<file path="src/pkg/cid_pkg.sv">
// shared constants and types of the control and indirect operation decoder
package cid_pkg;

  // ==========================================================================
  // widths
  localparam int PC_W = 15;
  localparam int IR_W = 14;
  localparam int DA_W = 16;
  localparam int BANK_W = 6;
  localparam int STACK_DEPTH = 16;
  localparam int DIR_REGS = 8;
  localparam int WB_AW = 8;

  // ==========================================================================
  // instruction cycle phases
  typedef enum logic [1:0] {
    CID_Q0 = 2'b00,
    CID_Q1 = 2'b01,
    CID_Q2 = 2'b10,
    CID_Q3 = 2'b11
  } cid_phase_t;

  typedef enum logic [1:0] {
    CID_ALU_AND = 2'b00,
    CID_ALU_ADD = 2'b01,
    CID_ALU_PASS = 2'b10
  } cid_alu_op_t;

  // ==========================================================================
  // opcode patterns, compared against the upper bits named in each comment
  localparam logic [4:0] OPC_OFFSET_JUMP = 5'h19;           // ir[13:9]
  localparam logic [2:0] OPC_SUBROUTINE_JUMP = 3'h4;        // ir[13:11]
  localparam logic [2:0] OPC_ABSOLUTE_JUMP = 3'h5;          // ir[13:11]
  localparam logic [5:0] OPC_LITERAL_RETURN = 6'h34;        // ir[13:8]
  localparam logic [5:0] OPC_LITERAL_MASK_ACCUM = 6'h39;    // ir[13:8]
  localparam logic [5:0] OPC_LITERAL_SUM_ACCUM = 6'h3E;     // ir[13:8]
  localparam logic [5:0] OPC_FILE_MASK_OP = 6'h05;          // ir[13:8]
  localparam logic [6:0] OPC_POINTER_OFFSET_ADD = 7'h62;    // ir[13:7]
  localparam logic [6:0] OPC_POINTER_LOAD_INDEXED = 7'h7E;  // ir[13:7]
  localparam logic [6:0] OPC_STORE_POINTER_INDEXED = 7'h7F; // ir[13:7]
  localparam logic [10:0] OPC_PIN_DIRECTION_LOAD = 11'h00C; // ir[13:3]
  localparam logic [10:0] OPC_POINTER_LOAD_ACCUM = 11'h002; // ir[13:3]
  localparam logic [10:0] OPC_ACCUM_STORE_POINTER = 11'h003; // ir[13:3]
  localparam logic [13:0] OPC_IDLE_SLOT_OP = 14'h0000;
  localparam logic [13:0] OPC_SOFT_RESET = 14'h0001;
  localparam logic [13:0] OPC_PLAIN_RETURN = 14'h0008;
  localparam logic [13:0] OPC_INTERRUPT_EXIT = 14'h0009;
  localparam logic [13:0] OPC_ACCUM_SUBROUTINE_JUMP = 14'h000A;
  localparam logic [13:0] OPC_ACCUM_OFFSET_JUMP = 14'h000B;
  localparam logic [13:0] OPC_STANDBY = 14'h0063;
  localparam logic [13:0] OPC_WATCHDOG_KICK = 14'h0064;
  localparam logic [5:0] FILE_WINDOW_HI = 6'h00;            // f[6:1] of both windows

  // ==========================================================================
  // register map (byte offsets)
  localparam logic [WB_AW-1:0] WB_CTRL = 8'h00;
  localparam logic [WB_AW-1:0] WB_STATUS = 8'h04;
  localparam logic [WB_AW-1:0] WB_PC = 8'h08;
  localparam logic [WB_AW-1:0] WB_POINTERS = 8'h0C;
  localparam logic [WB_AW-1:0] WB_BANK = 8'h10;
  localparam logic [WB_AW-1:0] WB_DIR_BASE = 8'h20;
  localparam logic [WB_AW-1:0] WB_DIR_LAST = 8'h3C;

  // status field positions
  localparam int ST_C_BIT = 8;
  localparam int ST_DC_BIT = 9;
  localparam int ST_Z_BIT = 10;
  localparam int ST_TO_BIT = 11;
  localparam int ST_PWRDN_BIT = 12;
  localparam int ST_SLEEP_BIT = 13;
  localparam int ST_GIE_BIT = 14;
  localparam int CTRL_RUN_BIT = 0;

  // ==========================================================================
  // values after reset
  localparam logic CTRL_RUN_RST = 1'b1;
  localparam logic TO_RST = 1'b1;
  localparam logic PWRDN_RST = 1'b1;
  localparam logic [7:0] DIR_RST = 8'hFF;
  localparam logic [7:0] ACC_RST = 8'h00;
  localparam logic [PC_W-1:0] PC_RST = 15'h0000;
  localparam logic [DA_W-1:0] PTR_RST = 16'h0000;
  localparam logic [BANK_W-1:0] BANK_RST = 6'h00;

endpackage

</file>
<file path="src/hdl/cid_alu.sv">
// accumulator alu: and, add and pass with carry, digit carry and zero
`timescale 1ns/10ps
module cid_alu (
  input wire logic [7:0] a_i,
  input wire logic [7:0] b_i,
  input wire cid_pkg::cid_alu_op_t op_i,
  output logic [7:0] res_o,
  output logic c_o,
  output logic dc_o,
  output logic z_o
);
  import cid_pkg::*;

  logic [8:0] sum;
  logic [4:0] low_sum;

  always_comb begin
    sum = {1'b0, a_i} + {1'b0, b_i};
    low_sum = {1'b0, a_i[3:0]} + {1'b0, b_i[3:0]};
    c_o = sum[8];
    dc_o = low_sum[4];
    case (op_i)
      CID_ALU_AND: res_o = a_i & b_i;
      CID_ALU_ADD: res_o = sum[7:0];
      CID_ALU_PASS: res_o = b_i;
      default: res_o = 8'h00;
    endcase
    z_o = (res_o == 8'h00);
  end
endmodule

</file>
<file path="src/hdl/cid_core.sv">
// control, inherent, indirect pointer and mask/sum operation core with wishbone status port
`timescale 1ns/10ps
module cid_core (
  input wire logic clk_i,
  input wire logic rst_i,
  output logic [cid_pkg::PC_W-1:0] pmem_addr_o,
  input wire logic [cid_pkg::IR_W-1:0] pmem_data_i,
  output logic [cid_pkg::DA_W-1:0] data_addr_o,
  output logic data_re_o,
  output logic data_we_o,
  output logic [7:0] data_wdata_o,
  input wire logic [7:0] data_rdata_i,
  input wire logic wake_i,
  output logic sleep_o,
  output logic gie_o,
  output logic wdt_clear_o,
  output logic soft_reset_o,
  output logic instr_cycle_o,
  input wire logic [cid_pkg::WB_AW-1:0] wb_adr_i,
  input wire logic [31:0] wb_dat_i,
  input wire logic [3:0] wb_sel_i,
  input wire logic wb_we_i,
  input wire logic wb_cyc_i,
  input wire logic wb_stb_i,
  output logic [31:0] wb_dat_o,
  output logic wb_ack_o
);
  import cid_pkg::*;

  // ==========================================================================
  // state
  cid_phase_t phase_r, phase_nxt;
  logic [IR_W-1:0] ir_r, ir_nxt;
  logic [PC_W-1:0] pc_r, pc_nxt, pmem_addr_r, pmem_addr_nxt;
  logic [7:0] acc_r, acc_nxt;
  logic c_r, c_nxt, dc_r, dc_nxt, z_r, z_nxt, to_r, to_nxt, pwrdn_r, pwrdn_nxt;
  logic gie_r, gie_nxt, sleep_r, sleep_nxt;
  logic [DA_W-1:0] ptr_r [2];
  logic [DA_W-1:0] ptr_nxt [2];
  logic [7:0] dir_r [DIR_REGS];
  logic [7:0] dir_nxt [DIR_REGS];
  logic [1:0] bub_r, bub_nxt;
  logic [DA_W-1:0] daddr_r, daddr_nxt;
  logic re_r, re_nxt, we_r, we_nxt;
  logic [7:0] wdata_r, wdata_nxt;
  logic wdt_r, wdt_nxt, srst_r, srst_nxt, icyc_r, icyc_nxt;
  logic run_r, run_nxt;
  logic [BANK_W-1:0] bank_r, bank_nxt;
  logic ack_r, ack_nxt;
  logic [31:0] dat_r, dat_nxt;

  // ==========================================================================
  // decode
  logic is_ofsj, is_accj, is_call, is_acall, is_absj, is_litret, is_ret, is_irqret;
  logic is_srst, is_wdt, is_slp, is_dirld, is_ptradd, is_mi, is_mw, is_mik, is_mwk;
  logic is_litand, is_litsum, is_fileand, file_win, exec_ok, rd_need, wr_need, ind_msb;
  logic ptr_n;
  logic [DA_W-1:0] ptr_cur, ptr_step, k6, acc_addr;
  logic [PC_W-1:0] pc_inc, stack_top;
  logic push, pop, stack_clr;
  cid_alu_op_t alu_op;
  logic [7:0] alu_b, alu_res;
  logic alu_c, alu_dc, alu_z;

  always_comb begin
    is_ofsj = (ir_r[13:9] == OPC_OFFSET_JUMP);
    is_accj = (ir_r == OPC_ACCUM_OFFSET_JUMP);
    is_call = (ir_r[13:11] == OPC_SUBROUTINE_JUMP);
    is_absj = (ir_r[13:11] == OPC_ABSOLUTE_JUMP);
    is_acall = (ir_r == OPC_ACCUM_SUBROUTINE_JUMP);
    is_litret = (ir_r[13:8] == OPC_LITERAL_RETURN);
    is_ret = (ir_r == OPC_PLAIN_RETURN);
    is_irqret = (ir_r == OPC_INTERRUPT_EXIT);
    is_srst = (ir_r == OPC_SOFT_RESET);
    is_wdt = (ir_r == OPC_WATCHDOG_KICK);
    is_slp = (ir_r == OPC_STANDBY);
    is_dirld = (ir_r[13:3] == OPC_PIN_DIRECTION_LOAD);
    is_ptradd = (ir_r[13:7] == OPC_POINTER_OFFSET_ADD);
    is_mi = (ir_r[13:3] == OPC_POINTER_LOAD_ACCUM);
    is_mik = (ir_r[13:7] == OPC_POINTER_LOAD_INDEXED);
    is_mw = (ir_r[13:3] == OPC_ACCUM_STORE_POINTER);
    is_mwk = (ir_r[13:7] == OPC_STORE_POINTER_INDEXED);
    is_litand = (ir_r[13:8] == OPC_LITERAL_MASK_ACCUM);
    is_litsum = (ir_r[13:8] == OPC_LITERAL_SUM_ACCUM);
    is_fileand = (ir_r[13:8] == OPC_FILE_MASK_OP);
    file_win = (ir_r[6:1] == FILE_WINDOW_HI);
    exec_ok = run_r & ~sleep_r & (bub_r == 2'b00);
    ptr_n = (is_mi | is_mw) ? ir_r[2] : ir_r[6];
    if (is_fileand) begin
      ptr_n = ir_r[0];
    end
    ptr_cur = ptr_r[ptr_n];
    k6 = {{10{ir_r[5]}}, ir_r[5:0]};
    ptr_step = ir_r[0] ? ptr_cur - 16'h0001 : ptr_cur + 16'h0001;
    if (is_mi | is_mw) begin
      acc_addr = ir_r[1] ? ptr_cur : ptr_step;
    end else if (is_mik | is_mwk) begin
      acc_addr = ptr_cur + k6;
    end else if (file_win) begin
      acc_addr = ptr_cur;
    end else begin
      acc_addr = {3'h0, bank_r, ir_r[6:0]};
    end
    rd_need = is_mi | is_mik | is_fileand;
    wr_need = is_mw | is_mwk | (is_fileand & ir_r[7]);
    ind_msb = (is_mi | is_mw | is_mik | is_mwk | (is_fileand & file_win)) & ptr_cur[15];
    pc_inc = pc_r + 15'h0001;
    alu_b = (is_litand | is_litsum) ? ir_r[7:0] : data_rdata_i;
    if (is_litsum) begin
      alu_op = CID_ALU_ADD;
    end else if (is_mi | is_mik) begin
      alu_op = CID_ALU_PASS;
    end else begin
      alu_op = CID_ALU_AND;
    end
  end

  cid_alu u_alu (
    .a_i(acc_r),
    .b_i(alu_b),
    .op_i(alu_op),
    .res_o(alu_res),
    .c_o(alu_c),
    .dc_o(alu_dc),
    .z_o(alu_z)
  );

  cid_stack #(.DEPTH(STACK_DEPTH), .WIDTH(PC_W)) u_stack (
    .clk_i(clk_i),
    .rst_i(rst_i),
    .clr_i(stack_clr),
    .push_i(push),
    .pop_i(pop),
    .data_i(pc_inc),
    .top_o(stack_top)
  );

  // ==========================================================================
  // instruction sequencing and execution
  always_comb begin
    phase_nxt = cid_phase_t'(phase_r + 2'b01);
    ir_nxt = ir_r;
    pc_nxt = pc_r;
    pmem_addr_nxt = pmem_addr_r;
    acc_nxt = acc_r;
    c_nxt = c_r;
    dc_nxt = dc_r;
    z_nxt = z_r;
    to_nxt = to_r;
    pwrdn_nxt = pwrdn_r;
    gie_nxt = gie_r;
    sleep_nxt = sleep_r;
    ptr_nxt = ptr_r;
    dir_nxt = dir_r;
    bub_nxt = bub_r;
    daddr_nxt = daddr_r;
    re_nxt = 1'b0;
    we_nxt = 1'b0;
    wdata_nxt = wdata_r;
    wdt_nxt = 1'b0;
    srst_nxt = 1'b0;
    icyc_nxt = (phase_r == CID_Q3);
    push = 1'b0;
    pop = 1'b0;
    stack_clr = 1'b0;
    case (phase_r)
      CID_Q0: begin
        ir_nxt = pmem_data_i;
      end
      CID_Q1: begin
        if (exec_ok & (rd_need | wr_need)) begin
          daddr_nxt = acc_addr;
          re_nxt = rd_need;
        end
      end
      CID_Q2: begin
        re_nxt = 1'b0;
      end
      CID_Q3: begin
        if (sleep_r) begin
          sleep_nxt = ~wake_i;
        end else if (!run_r) begin
          pc_nxt = pc_r;
        end else if (bub_r != 2'b00) begin
          bub_nxt = bub_r - 2'b01;
        end else begin
          pc_nxt = pc_inc;
          if (is_ofsj) begin
            pc_nxt = pc_inc + {{6{ir_r[8]}}, ir_r[8:0]};
          end else if (is_accj) begin
            pc_nxt = pc_inc + {7'h00, acc_r};
          end else if (is_call | is_absj) begin
            pc_nxt = {pc_r[14:11], ir_r[10:0]};
            push = is_call;
          end else if (is_acall) begin
            pc_nxt = {pc_r[14:8], acc_r};
            push = 1'b1;
          end else if (is_litret | is_ret | is_irqret) begin
            pc_nxt = stack_top;
            pop = 1'b1;
            if (is_litret) begin
              acc_nxt = ir_r[7:0];
            end
            if (is_irqret) begin
              gie_nxt = 1'b1;
            end
          end else if (is_srst) begin
            pc_nxt = PC_RST;
            acc_nxt = ACC_RST;
            ptr_nxt[0] = PTR_RST;
            ptr_nxt[1] = PTR_RST;
            gie_nxt = 1'b0;
            stack_clr = 1'b1;
            srst_nxt = 1'b1;
          end else if (is_wdt | is_slp) begin
            to_nxt = 1'b1;
            pwrdn_nxt = is_wdt;
            wdt_nxt = 1'b1;
            sleep_nxt = is_slp;
          end else if (is_dirld) begin
            dir_nxt[ir_r[2:0]] = acc_r;
          end else if (is_ptradd) begin
            ptr_nxt[ptr_n] = ptr_cur + k6;
          end else if (is_mi | is_mik) begin
            acc_nxt = alu_res;
            z_nxt = alu_z;
          end else if (is_mw | is_mwk) begin
            we_nxt = 1'b1;
            wdata_nxt = acc_r;
          end else if (is_litand) begin
            acc_nxt = alu_res;
            z_nxt = alu_z;
          end else if (is_litsum) begin
            acc_nxt = alu_res;
            c_nxt = alu_c;
            dc_nxt = alu_dc;
            z_nxt = alu_z;
          end else if (is_fileand) begin
            z_nxt = alu_z;
            if (ir_r[7]) begin
              we_nxt = 1'b1;
              wdata_nxt = alu_res;
            end else begin
              acc_nxt = alu_res;
            end
          end
          if (is_mi | is_mw) begin
            ptr_nxt[ptr_n] = ptr_step;
          end
          if (!is_srst) begin
            bub_nxt = {1'b0, is_ofsj | is_accj | is_call | is_acall | is_absj | is_litret | is_ret | is_irqret}
                      + {1'b0, ind_msb};
          end
        end
        pmem_addr_nxt = pc_nxt;
      end
      default: begin
        phase_nxt = CID_Q0;
      end
    endcase
  end

  // ==========================================================================
  // wishbone slave
  always_comb begin
    run_nxt = run_r;
    bank_nxt = bank_r;
    dat_nxt = 32'h0000_0000;
    ack_nxt = wb_cyc_i & wb_stb_i & ~ack_r;
    if (ack_r & wb_cyc_i & wb_stb_i & wb_we_i & wb_sel_i[0]) begin
      if (wb_adr_i == WB_CTRL) begin
        run_nxt = wb_dat_i[CTRL_RUN_BIT];
      end
      if (wb_adr_i == WB_BANK) begin
        bank_nxt = wb_dat_i[BANK_W-1:0];
      end
    end
    if (ack_nxt & ~wb_we_i) begin
      if (wb_adr_i == WB_CTRL) begin
        dat_nxt[CTRL_RUN_BIT] = run_r;
      end else if (wb_adr_i == WB_STATUS) begin
        dat_nxt[7:0] = acc_r;
        dat_nxt[ST_C_BIT] = c_r;
        dat_nxt[ST_DC_BIT] = dc_r;
        dat_nxt[ST_Z_BIT] = z_r;
        dat_nxt[ST_TO_BIT] = to_r;
        dat_nxt[ST_PWRDN_BIT] = pwrdn_r;
        dat_nxt[ST_SLEEP_BIT] = sleep_r;
        dat_nxt[ST_GIE_BIT] = gie_r;
      end else if (wb_adr_i == WB_PC) begin
        dat_nxt[PC_W-1:0] = pc_r;
      end else if (wb_adr_i == WB_POINTERS) begin
        dat_nxt = {ptr_r[1], ptr_r[0]};
      end else if (wb_adr_i == WB_BANK) begin
        dat_nxt[BANK_W-1:0] = bank_r;
      end else if (wb_adr_i >= WB_DIR_BASE && wb_adr_i <= WB_DIR_LAST && wb_adr_i[1:0] == 2'b00) begin
        dat_nxt[7:0] = dir_r[wb_adr_i[4:2]];
      end
    end
  end

  // ==========================================================================
  // registers
  always_ff @(posedge clk_i) begin
    if (rst_i) begin
      phase_r <= CID_Q0;
      ir_r <= OPC_IDLE_SLOT_OP;
      pc_r <= PC_RST;
      pmem_addr_r <= PC_RST;
      acc_r <= ACC_RST;
      c_r <= 1'b0;
      dc_r <= 1'b0;
      z_r <= 1'b0;
      to_r <= TO_RST;
      pwrdn_r <= PWRDN_RST;
      gie_r <= 1'b0;
      sleep_r <= 1'b0;
      ptr_r[0] <= PTR_RST;
      ptr_r[1] <= PTR_RST;
      for (int i = 0; i < DIR_REGS; i++) begin
        dir_r[i] <= DIR_RST;
      end
      bub_r <= 2'b00;
      daddr_r <= PTR_RST;
      re_r <= 1'b0;
      we_r <= 1'b0;
      wdata_r <= 8'h00;
      wdt_r <= 1'b0;
      srst_r <= 1'b0;
      icyc_r <= 1'b0;
      run_r <= CTRL_RUN_RST;
      bank_r <= BANK_RST;
      ack_r <= 1'b0;
      dat_r <= 32'h0000_0000;
    end else begin
      phase_r <= phase_nxt;
      ir_r <= ir_nxt;
      pc_r <= pc_nxt;
      pmem_addr_r <= pmem_addr_nxt;
      acc_r <= acc_nxt;
      c_r <= c_nxt;
      dc_r <= dc_nxt;
      z_r <= z_nxt;
      to_r <= to_nxt;
      pwrdn_r <= pwrdn_nxt;
      gie_r <= gie_nxt;
      sleep_r <= sleep_nxt;
      ptr_r <= ptr_nxt;
      dir_r <= dir_nxt;
      bub_r <= bub_nxt;
      daddr_r <= daddr_nxt;
      re_r <= re_nxt;
      we_r <= we_nxt;
      wdata_r <= wdata_nxt;
      wdt_r <= wdt_nxt;
      srst_r <= srst_nxt;
      icyc_r <= icyc_nxt;
      run_r <= run_nxt;
      bank_r <= bank_nxt;
      ack_r <= ack_nxt;
      dat_r <= dat_nxt;
    end
  end

  assign pmem_addr_o = pmem_addr_r;
  assign data_addr_o = daddr_r;
  assign data_re_o = re_r;
  assign data_we_o = we_r;
  assign data_wdata_o = wdata_r;
  assign sleep_o = sleep_r;
  assign gie_o = gie_r;
  assign wdt_clear_o = wdt_r;
  assign soft_reset_o = srst_r;
  assign instr_cycle_o = icyc_r;
  assign wb_dat_o = dat_r;
  assign wb_ack_o = ack_r;
endmodule

</file>
<file path="src/hdl/cid_stack.sv">
// hardware return stack held in flip-flops, wraps on overflow
`timescale 1ns/10ps
module cid_stack #(
  parameter int DEPTH = 16,
  parameter int WIDTH = 15
) (
  input wire logic clk_i,
  input wire logic rst_i,
  input wire logic clr_i,
  input wire logic push_i,
  input wire logic pop_i,
  input wire logic [WIDTH-1:0] data_i,
  output logic [WIDTH-1:0] top_o
);
  import cid_pkg::*;

  localparam int SP_W = $clog2(DEPTH);

  logic [WIDTH-1:0] mem_r [DEPTH];
  logic [WIDTH-1:0] mem_nxt [DEPTH];
  logic [SP_W-1:0] sp_r;
  logic [SP_W-1:0] sp_nxt;

  always_comb begin
    mem_nxt = mem_r;
    sp_nxt = sp_r;
    if (clr_i) begin
      sp_nxt = '0;
    end else if (push_i) begin
      mem_nxt[sp_r] = data_i;
      sp_nxt = sp_r + SP_W'(1);
    end else if (pop_i) begin
      sp_nxt = sp_r - SP_W'(1);
    end
    top_o = mem_r[sp_r - SP_W'(1)];
  end

  always_ff @(posedge clk_i) begin
    mem_r <= mem_nxt;
    if (rst_i) begin
      sp_r <= '0;
    end else begin
      sp_r <= sp_nxt;
    end
  end
endmodule

</file>
<file path="config.mk">
export PLATFORM = sky130hd
export DESIGN_NAME = cid_core
export DESIGN_NICKNAME = d
export VERILOG_FILES = /design/src/pkg/cid_pkg.sv /design/src/hdl/cid_alu.sv /design/src/hdl/cid_core.sv /design/src/hdl/cid_stack.sv
export SDC_FILE = /design/constraint.sdc
export NUM_CORES = 1
export LEC_CHECK = 0
export ABC_AREA = 1
export BUFFER_PORTS_ARGS = -buffer_cell sky130_fd_sc_hd__buf_2
export CAP_MARGIN = 20
export CORE_ASPECT_RATIO = 1.5
export CORE_MARGIN = 2
export CORE_UTILIZATION = 40
export DETAILED_ROUTE_END_ITERATION = 8
export SLEW_MARGIN = 15
export SYNTH_ARGS = -nofsm -noshare
export SYNTH_HDL_FRONTEND = slang
export SYNTH_SLANG_ARGS = --single-unit
</file>
<file path="constraint.sdc">
create_clock -name clk_i -period 4.4 [get_ports clk_i]
set_input_delay 0.66 -clock clk_i [delete_from_list [all_inputs] [get_ports clk_i]]
set_output_delay 0.66 -clock clk_i [all_outputs]
set_load 0.005 [all_outputs]
</file>
# ---- After elaboration in Yosys (flattened, before gate mapping)
# Cells that the tools add are included.
# W data, S select, Z words.
dict set report totals {
  mem_count 0
  out_inout_bits 79
  wordCells 357
  ff_bits 456
  latch_bits 0
  mem_bits_ro 0
  ram_bits 0
}
dict set report classes {
  div 0
  shifts 0
  addsub 13
  muxes 133
  reduce_logical 41
  bitwise_logic 65
  mul 0
  n_eq_ne 42
  order_cmp 10
}
# operator n
set op_table {}
lappend op_table {{$mux W32} 14}
lappend op_table {{$bwmux W240} 1}
lappend op_table {{$mux W15} 14}
lappend op_table {{$mux W8} 23}
lappend op_table {{$mux W16} 9}
lappend op_table {{$bwmux W32} 2}
lappend op_table {{$bwmux W64} 1}
lappend op_table {{$bmux W15 S4} 1}
lappend op_table {{$demux W15 S4} 1}
lappend op_table {{$eq A14 B4 Y1 const B} 4}
lappend op_table {{$mux W1} 54}
lappend op_table {{$reduce_and A15 Y1} 2}
lappend op_table {{$eq A14 B7 Y1 const B} 2}
lappend op_table {{$bmux W8 S3} 1}
lappend op_table {{$demux W8 S3} 1}
lappend op_table {{$not A1 Y1} 24}
lappend op_table {{$pmux W8 S3} 1}
lappend op_table {{$eq A11 B2 Y1 const B} 2}
lappend op_table {{$or A1 B1 Y1} 22}
lappend op_table {{$eq A7 B7 Y1 const B} 3}
lappend op_table {{$eq A6 B6 Y1 const B} 3}
lappend op_table {{$reduce_and A18 Y1} 1}
lappend op_table {{$reduce_and A17 Y1} 1}
lappend op_table {{$add A16 B1 Y16 const B} 1}
lappend op_table {{other kinds (65)} 116}

# ---- Longest topological paths before layout
dict set report logic_depth {
  depth_word 25
  ltp_mapped 31
  ltp_nobuf 30
}

# ---- Hierarchy
# Synthesis repeated with hierarchy kept, for this count alone.
dict set report hier_totals {
  cells_unflattened 3195
  hier_area_um2 25349.3
}
# module seq_area_each_um2 cells_each instances area_each_um2
set by_module_without_submodules {}
lappend by_module_without_submodules {cid_core 4244.1 2032 1 14033.5}
lappend by_module_without_submodules {cid_stack 7287.0 1038 1 10662.7}
lappend by_module_without_submodules {cid_alu 0.0 125 1 653.1}

# ---- Worst setup path after synthesis
# No wires, ideal clock.
dict set report synth_path {
  path_type {reg2reg}
  from {register ir_r[5]}
  to {register ptr_r[28] in the netlist's numbering}
  path_stages_with_launch 31
  t_required_ns 4.291
  synth_period_minus_slack_ns 3.824
  setup_slack_ns 0.576
  t_arrival_ns 3.716
  setup_time_ns 0.109
  path_cell_list {dfxtp_1 > inv_2 > nand2_2 > nor2_1 > nand2_2 > nand2_4 > nand2_4 > nand2_4 > nand2_4 > buf_6 > nand2_1 > o21ai_1 > inv_1 > fa_1 > nand3b_1 > nand2_1 > nand3_1 > nand2_1 > a21boi_0 > o21ai_0 > nand3_1 > nand2_1 > nand2_1 > nand2_1 > nor2_1 > nand2_1 > nand2_1 > nand2_1 > nand3_1 > nand2_1 > inv_1}
}
dict set report synth_via {
  elab_chain_cells 25
  word_cells_on_any_way 45
}
# item line
set synth_rtl {}
lappend synth_rtl {{start, declared} cid_core.sv:33} ;# logic [IR_W-1:0] ir_r, ir_nxt;
lappend synth_rtl {{start signal, assigned} cid_core.sv:337} ;# ir_r <= ir_nxt;
lappend synth_rtl {{$eq A11 B2 Y1 (on tied branches)} {cid_core.sv:79, cid_core.sv:81}}
lappend synth_rtl {{$or A1 B1 Y1} {cid_core.sv:88, cid_core.sv:247}}
lappend synth_rtl {{$mux W1} cid_core.sv:88} ;# ptr_n = (is_mi | is_mw) ? ir_r[2] : ir_r[6];
lappend synth_rtl {{$mux W1} cid_core.sv:89} ;# if (is_fileand) begin
lappend synth_rtl {{$not A1 Y2 (implied by the code)} {cid_core.sv:92, cid_core.sv:223, cid_core.sv:248}}
lappend synth_rtl {{$mux W16 (implied by the code) (tied with other cells)} cid_core.sv:92} ;# ptr_cur = ptr_r[ptr_n];
lappend synth_rtl {{$mux W16 (implied by the code) or $logic_and A1 B1 Y1 (tied branches)} {cid_core.sv:92, cid_core.sv:223, cid_core.sv:248}}
lappend synth_rtl {{$mux W16 (on tied branches)} {cid_core.sv:92, cid_core.sv:223, cid_core.sv:248}}
lappend synth_rtl {{[... 9 more ...]} --}
lappend synth_rtl {{$mux W32} cid_core.sv:190} ;# end else if (is_accj) begin
lappend synth_rtl {{$mux W32} cid_core.sv:188} ;# if (is_ofsj) begin
lappend synth_rtl {{$mux W32} cid_core.sv:184} ;# end else if (bub_r != 2'b00) begin
lappend synth_rtl {{$mux W32} cid_core.sv:182} ;# end else if (!run_r) begin
lappend synth_rtl {{$mux W32} cid_core.sv:180} ;# if (sleep_r) begin
lappend synth_rtl {{$mux W32} cid_core.sv:166} ;# case (phase_r)
lappend synth_rtl {{$bwmux W32} cid_core.sv:248} ;# ptr_nxt[ptr_n] = ptr_step;
lappend synth_rtl {{$mux W32 (*)} cid_core.sv:247} ;# if (is_mi | is_mw) begin
lappend synth_rtl {{end signal, assigned} cid_core.sv:348} ;# ptr_r <= ptr_nxt;
lappend synth_rtl {{end, declared} cid_core.sv:38} ;# logic [DA_W-1:0] ptr_r [2];
# Every way passes the cells marked *; elsewhere a longest branch is shown, timed or not. The select of a mux whose other input is x is not followed.
# A chain may end at the register's enable or synchronous reset.

==> impl_results.md <==
- Status: finished clean
- Total of max-cap violations: 0
- Post-DP HPWL: 64600 um
- Worst slack, placed: 432 ps
- Initial DRT Pass Iterations: 6
- CTS buffer count: 44
- Grt ovf: 0
- Register Area: 11500 um2
- Skew final: 31.9 ps
- WHS Path Cells: 3
- Area after DPL: 25800 um2
- Synth cell count leaders: 548 x nand2_1, 282 x o21ai_0, 253 x nor2_1, 245 x a21oi_1, 240 x edfxtp_1
- Setup CP Type: flip-flop to flip-flop
- CP arrival: 4550 ps
- Worst skew pair latency: 590 ps
- GPL Wtd Cong: 0.979
- Post-synth top area share: 30.4%
- Area occupied by multi-input gates: 10900 um2
- Setup repair after global routing missed its margin: false
- Non-filler cells, final: 3787
- Layout cell share with drive strength beyond 1: 14.5%
- Hold Path End: bank_r[4]$_SDFFE_PP0P_
- CP Data Required Time: 4880 ps
- Final worst path period share: 92.6%
- Setup ws final: 327 ps
- Starting utilization of the core area: 40.4%
- FF-to-FF Start: pmem_addr_o[2]$_SDFFE_PP0P_
- DIE AREA: 61300 um2
- Root buffer cell: clkbuf_16
- Slew Viols, Final: 0
- Hold-fix buffers, CTS: 0
- Crit. End Element: flip-flop
- LEAKAGE: 0.0114 uW
- Top post-synthesis cells by area: edfxtp_1 30%, dfxtp_1 18%, nand2_1 8.7%
- I/O pin count: 151
- # fillers: 5699
- Number of setup buffers added after CTS: 0
- Synthesized area: 23700 um2
- Final Hold Viols: 0
- H-tree Lvls: 2
- FF-to-FF path depth: 19
- FMAX: 0.246 GHz
- Antenna-violating nets left: 0
- Antenna diode count: 0
- Peak supply drop: 0.291 mV
- Worst-path clk slew: 70 ps
- Die Wd: 203 um
- Final setup viols: 0
- TritonCTS sink count: 456
- Largest net degree at the start of global routing: 87
- Cell taking the most area after synthesis: edfxtp_1
- Crit-path max FO: 6
- CTS tree: yes
- Async SR Flop Fraction: 0%
- Core area: 58800 um2
- Internal reg-to-reg setup slack: 330 ps
- Via count: 21900
- Synth-to-layout area growth: 15.3%
- PD cells: 359 nW/um2
- Final Critical Period: 4070 ps
- Die H: 302 um
- Slew @ Worst Pin: 1020 ps
- First-pass GRT wire length: 132000 um
- Synthesized flop and latch total: 456
- Critical Path Start Type: flip-flop
- Vias/cell: 5.78
- WL per Instance: 23.6 um
- Synthesized Nets: 2958
- Final non-filler cell area: 27400 um2
- Vias in the first global route: 21500
- Most frequent cell after synthesis: nand2_1
- 1st-iter DRT viols: 1918
- DR DRC count: 0
- Number of synthesized flops with an enable pin: 240
- Antenna violations before repair: 0
- # placed instances: 3707
- Hold Startpoint: wb_dat_i[4]
- Hold Crit Class: primary input to flip-flop
- Mapped Cells: 2808
- Netlist cell types: 61
- Sequential-to-total area share from yosys stat: 48.6%
- Yosys warnings: 0
- Final nets: 3126
- Sum of negative setup slack: 0 ps
- Max_slew headroom: 31.6%
- Final Routed Wirelength: 89400 um
- Max clock buf depth: 3
- Resized Gates After CTS: 0
- Ys flop type: edfxtp_1
- R2r endpoint: pmem_addr_o[14]$_SDFFE_PP0P_
- Syn_area_per_cell: 8.45 um2
- I/O Buffers: 121
- Core Rows: 109
- GR Util All Layers: 28.7%
[cells in the final DEF, fill, tap and decap left out, types with 8 or more instances in the layout]
| master | synthesis | routed |
|---|---|---|
| ha_1 | 73 | 72 |
| nand3b_1 | 8 | 8 |
| nand4_1 | 20 | 20 |
| a31oi_1 | 21 | 21 |
| clkbuf_16 | 0 | 45 |
| or2_2 | 27 | 27 |
| o211ai_1 | 83 | 83 |
| xnor2_1 | 11 | 11 |
| o21bai_1 | 10 | 10 |
| inv_2 | 25 | 25 |
| nand2_2 | 12 | 12 |
| a22oi_1 | 18 | 18 |
| dfxtp_1 | 216 | 215 |
| xor2_1 | 37 | 36 |
| inv_1 | 188 | 187 |
| nand2_1 | 548 | 548 |
| buf_2 | 22 | 121 |
| o221ai_1 | 23 | 23 |
| a21oi_1 | 245 | 245 |
| nor3_1 | 17 | 16 |
| nor2_1 | 253 | 252 |
| o211ai_2 | 8 | 8 |
| edfxtp_1 | 240 | 240 |
| nor4_1 | 9 | 9 |
| clkinv_2 | 0 | 12 |
| nand3_1 | 140 | 140 |
| o22ai_1 | 54 | 54 |
| buf_4 | 3 | 128 |
| o21ai_0 | 282 | 282 |
| nor3_2 | 7 | 8 |
| a221oi_1 | 10 | 10 |
| o21ai_1 | 13 | 13 |
[how the worst max path moves through the flow]
stage	slack, ps	from	depth (start not counted)	to
floorplan	580	ir_r[5]$_SDFFE_PP0N_	30	ptr_r[28]$_SDFFE_PP0P_
CTS	410	ir_r[8]$_SDFFE_PP0N_	21	z_r$_SDFFE_PP0P_
global placement	490	ir_r[8]$_SDFFE_PP0N_	21	z_r$_SDFFE_PP0P_
detailed placement	430	ir_r[8]$_SDFFE_PP0N_	21	z_r$_SDFFE_PP0P_
finish	330	pmem_addr_o[2]$_SDFFE_PP0P_	19	pmem_addr_o[14]$_SDFFE_PP0P_
global route	110	pmem_addr_o[1]$_SDFFE_PP0P_	20	pmem_addr_o[14]$_SDFFE_PP0P_
[layer usage]
layer | track usage [%] | wire length [um] | vias up
met5 | 0 | 0 | -
met1 | 29.4 | 30600 | 10500
li1 | - | - | 10200
met4 | 24.1 | 8730 | 0
met3 | 4.36 | 5400 | 341
met2 | 51.4 | 44700 | 902
[area by class of cell]
cell class / count / area share (%)
sequential: 456 / 42.1
tap: 777 / 3.55
multi-input combinational: 2005 / 39.7
inverter: 217 / 2.99
clock inverter: 24 / 1.24
timing repair buffer: 252 / 5.94
clock buffer: 56 / 4.45
[critical path: stages, from the launching register on]
cell and delay, ps:
dfxtp_1 620, nand3_1 250, xor2_1 550, inv_1 130, ha_1 380, nand3_1 120, a21oi_1 210, nor2_1 80
o21ai_0 330, nand2_1 110, nor2_1 380, nand4_1 210, nor2_1 150, nand2_1 60, nand3_1 90, nand2_1 60
nand2_1 50, nand3_1 60, nand2_1 90, inv_1 40
[power breakdown]
part / total [uW] / internal, uW / switching (uW)
registers: 4550 / 4500 / 48.0
clock network: 4110 / 2390 / 1730
logic: 1150 / 338 / 816
total: 9810 / 7220 / 2590
[logic make-up (layout without fill, tap and decap cells)]
group	count (synthesis)	in the layout	share of synthesized area, %
fa+ha+maj	78	78	4.27
flops	456	456	48.6
simple gates	1066	1066	19.5
compound gates	813	813	20.1
buf+inv	347	549	5.75
xor+xnor	48	48	1.77
[state kept, by name, summed over array words and instances (netlist names), 2 cells and up]
| signal | flops |
|---|---|
| u_stack.mem_r | 240 |
| u_stack.sp_r | 4 |
| data_wdata_o | 8 |
| acc_r | 8 |
| dir_r | 64 |
| pmem_addr_o | 15 |
| bub_r | 2 |
| wb_dat_o | 32 |
| bank_r | 6 |
| phase_r | 2 |
| data_addr_o | 16 |
| ptr_r | 32 |
| ir_r | 14 |
[metrics by stage]
| step | util (%) | total power, uW | hold WS [ps] |
|---|---|---|---|
| 6_report | 46.6 | 9810 | 323 |
| 5_1_grt | 46.6 | 10100 | 343 |
| 3_3_place_gp | 43.9 | 5750 | 401 |
| 4_1_cts | 46.6 | 9840 | 305 |
| 3_5_place_dp | 43.9 | 5770 | 426 |
| 2_1_floorplan | - | 5300 | 392 |
No activity file was read; power rests on OpenSTA's default activity.
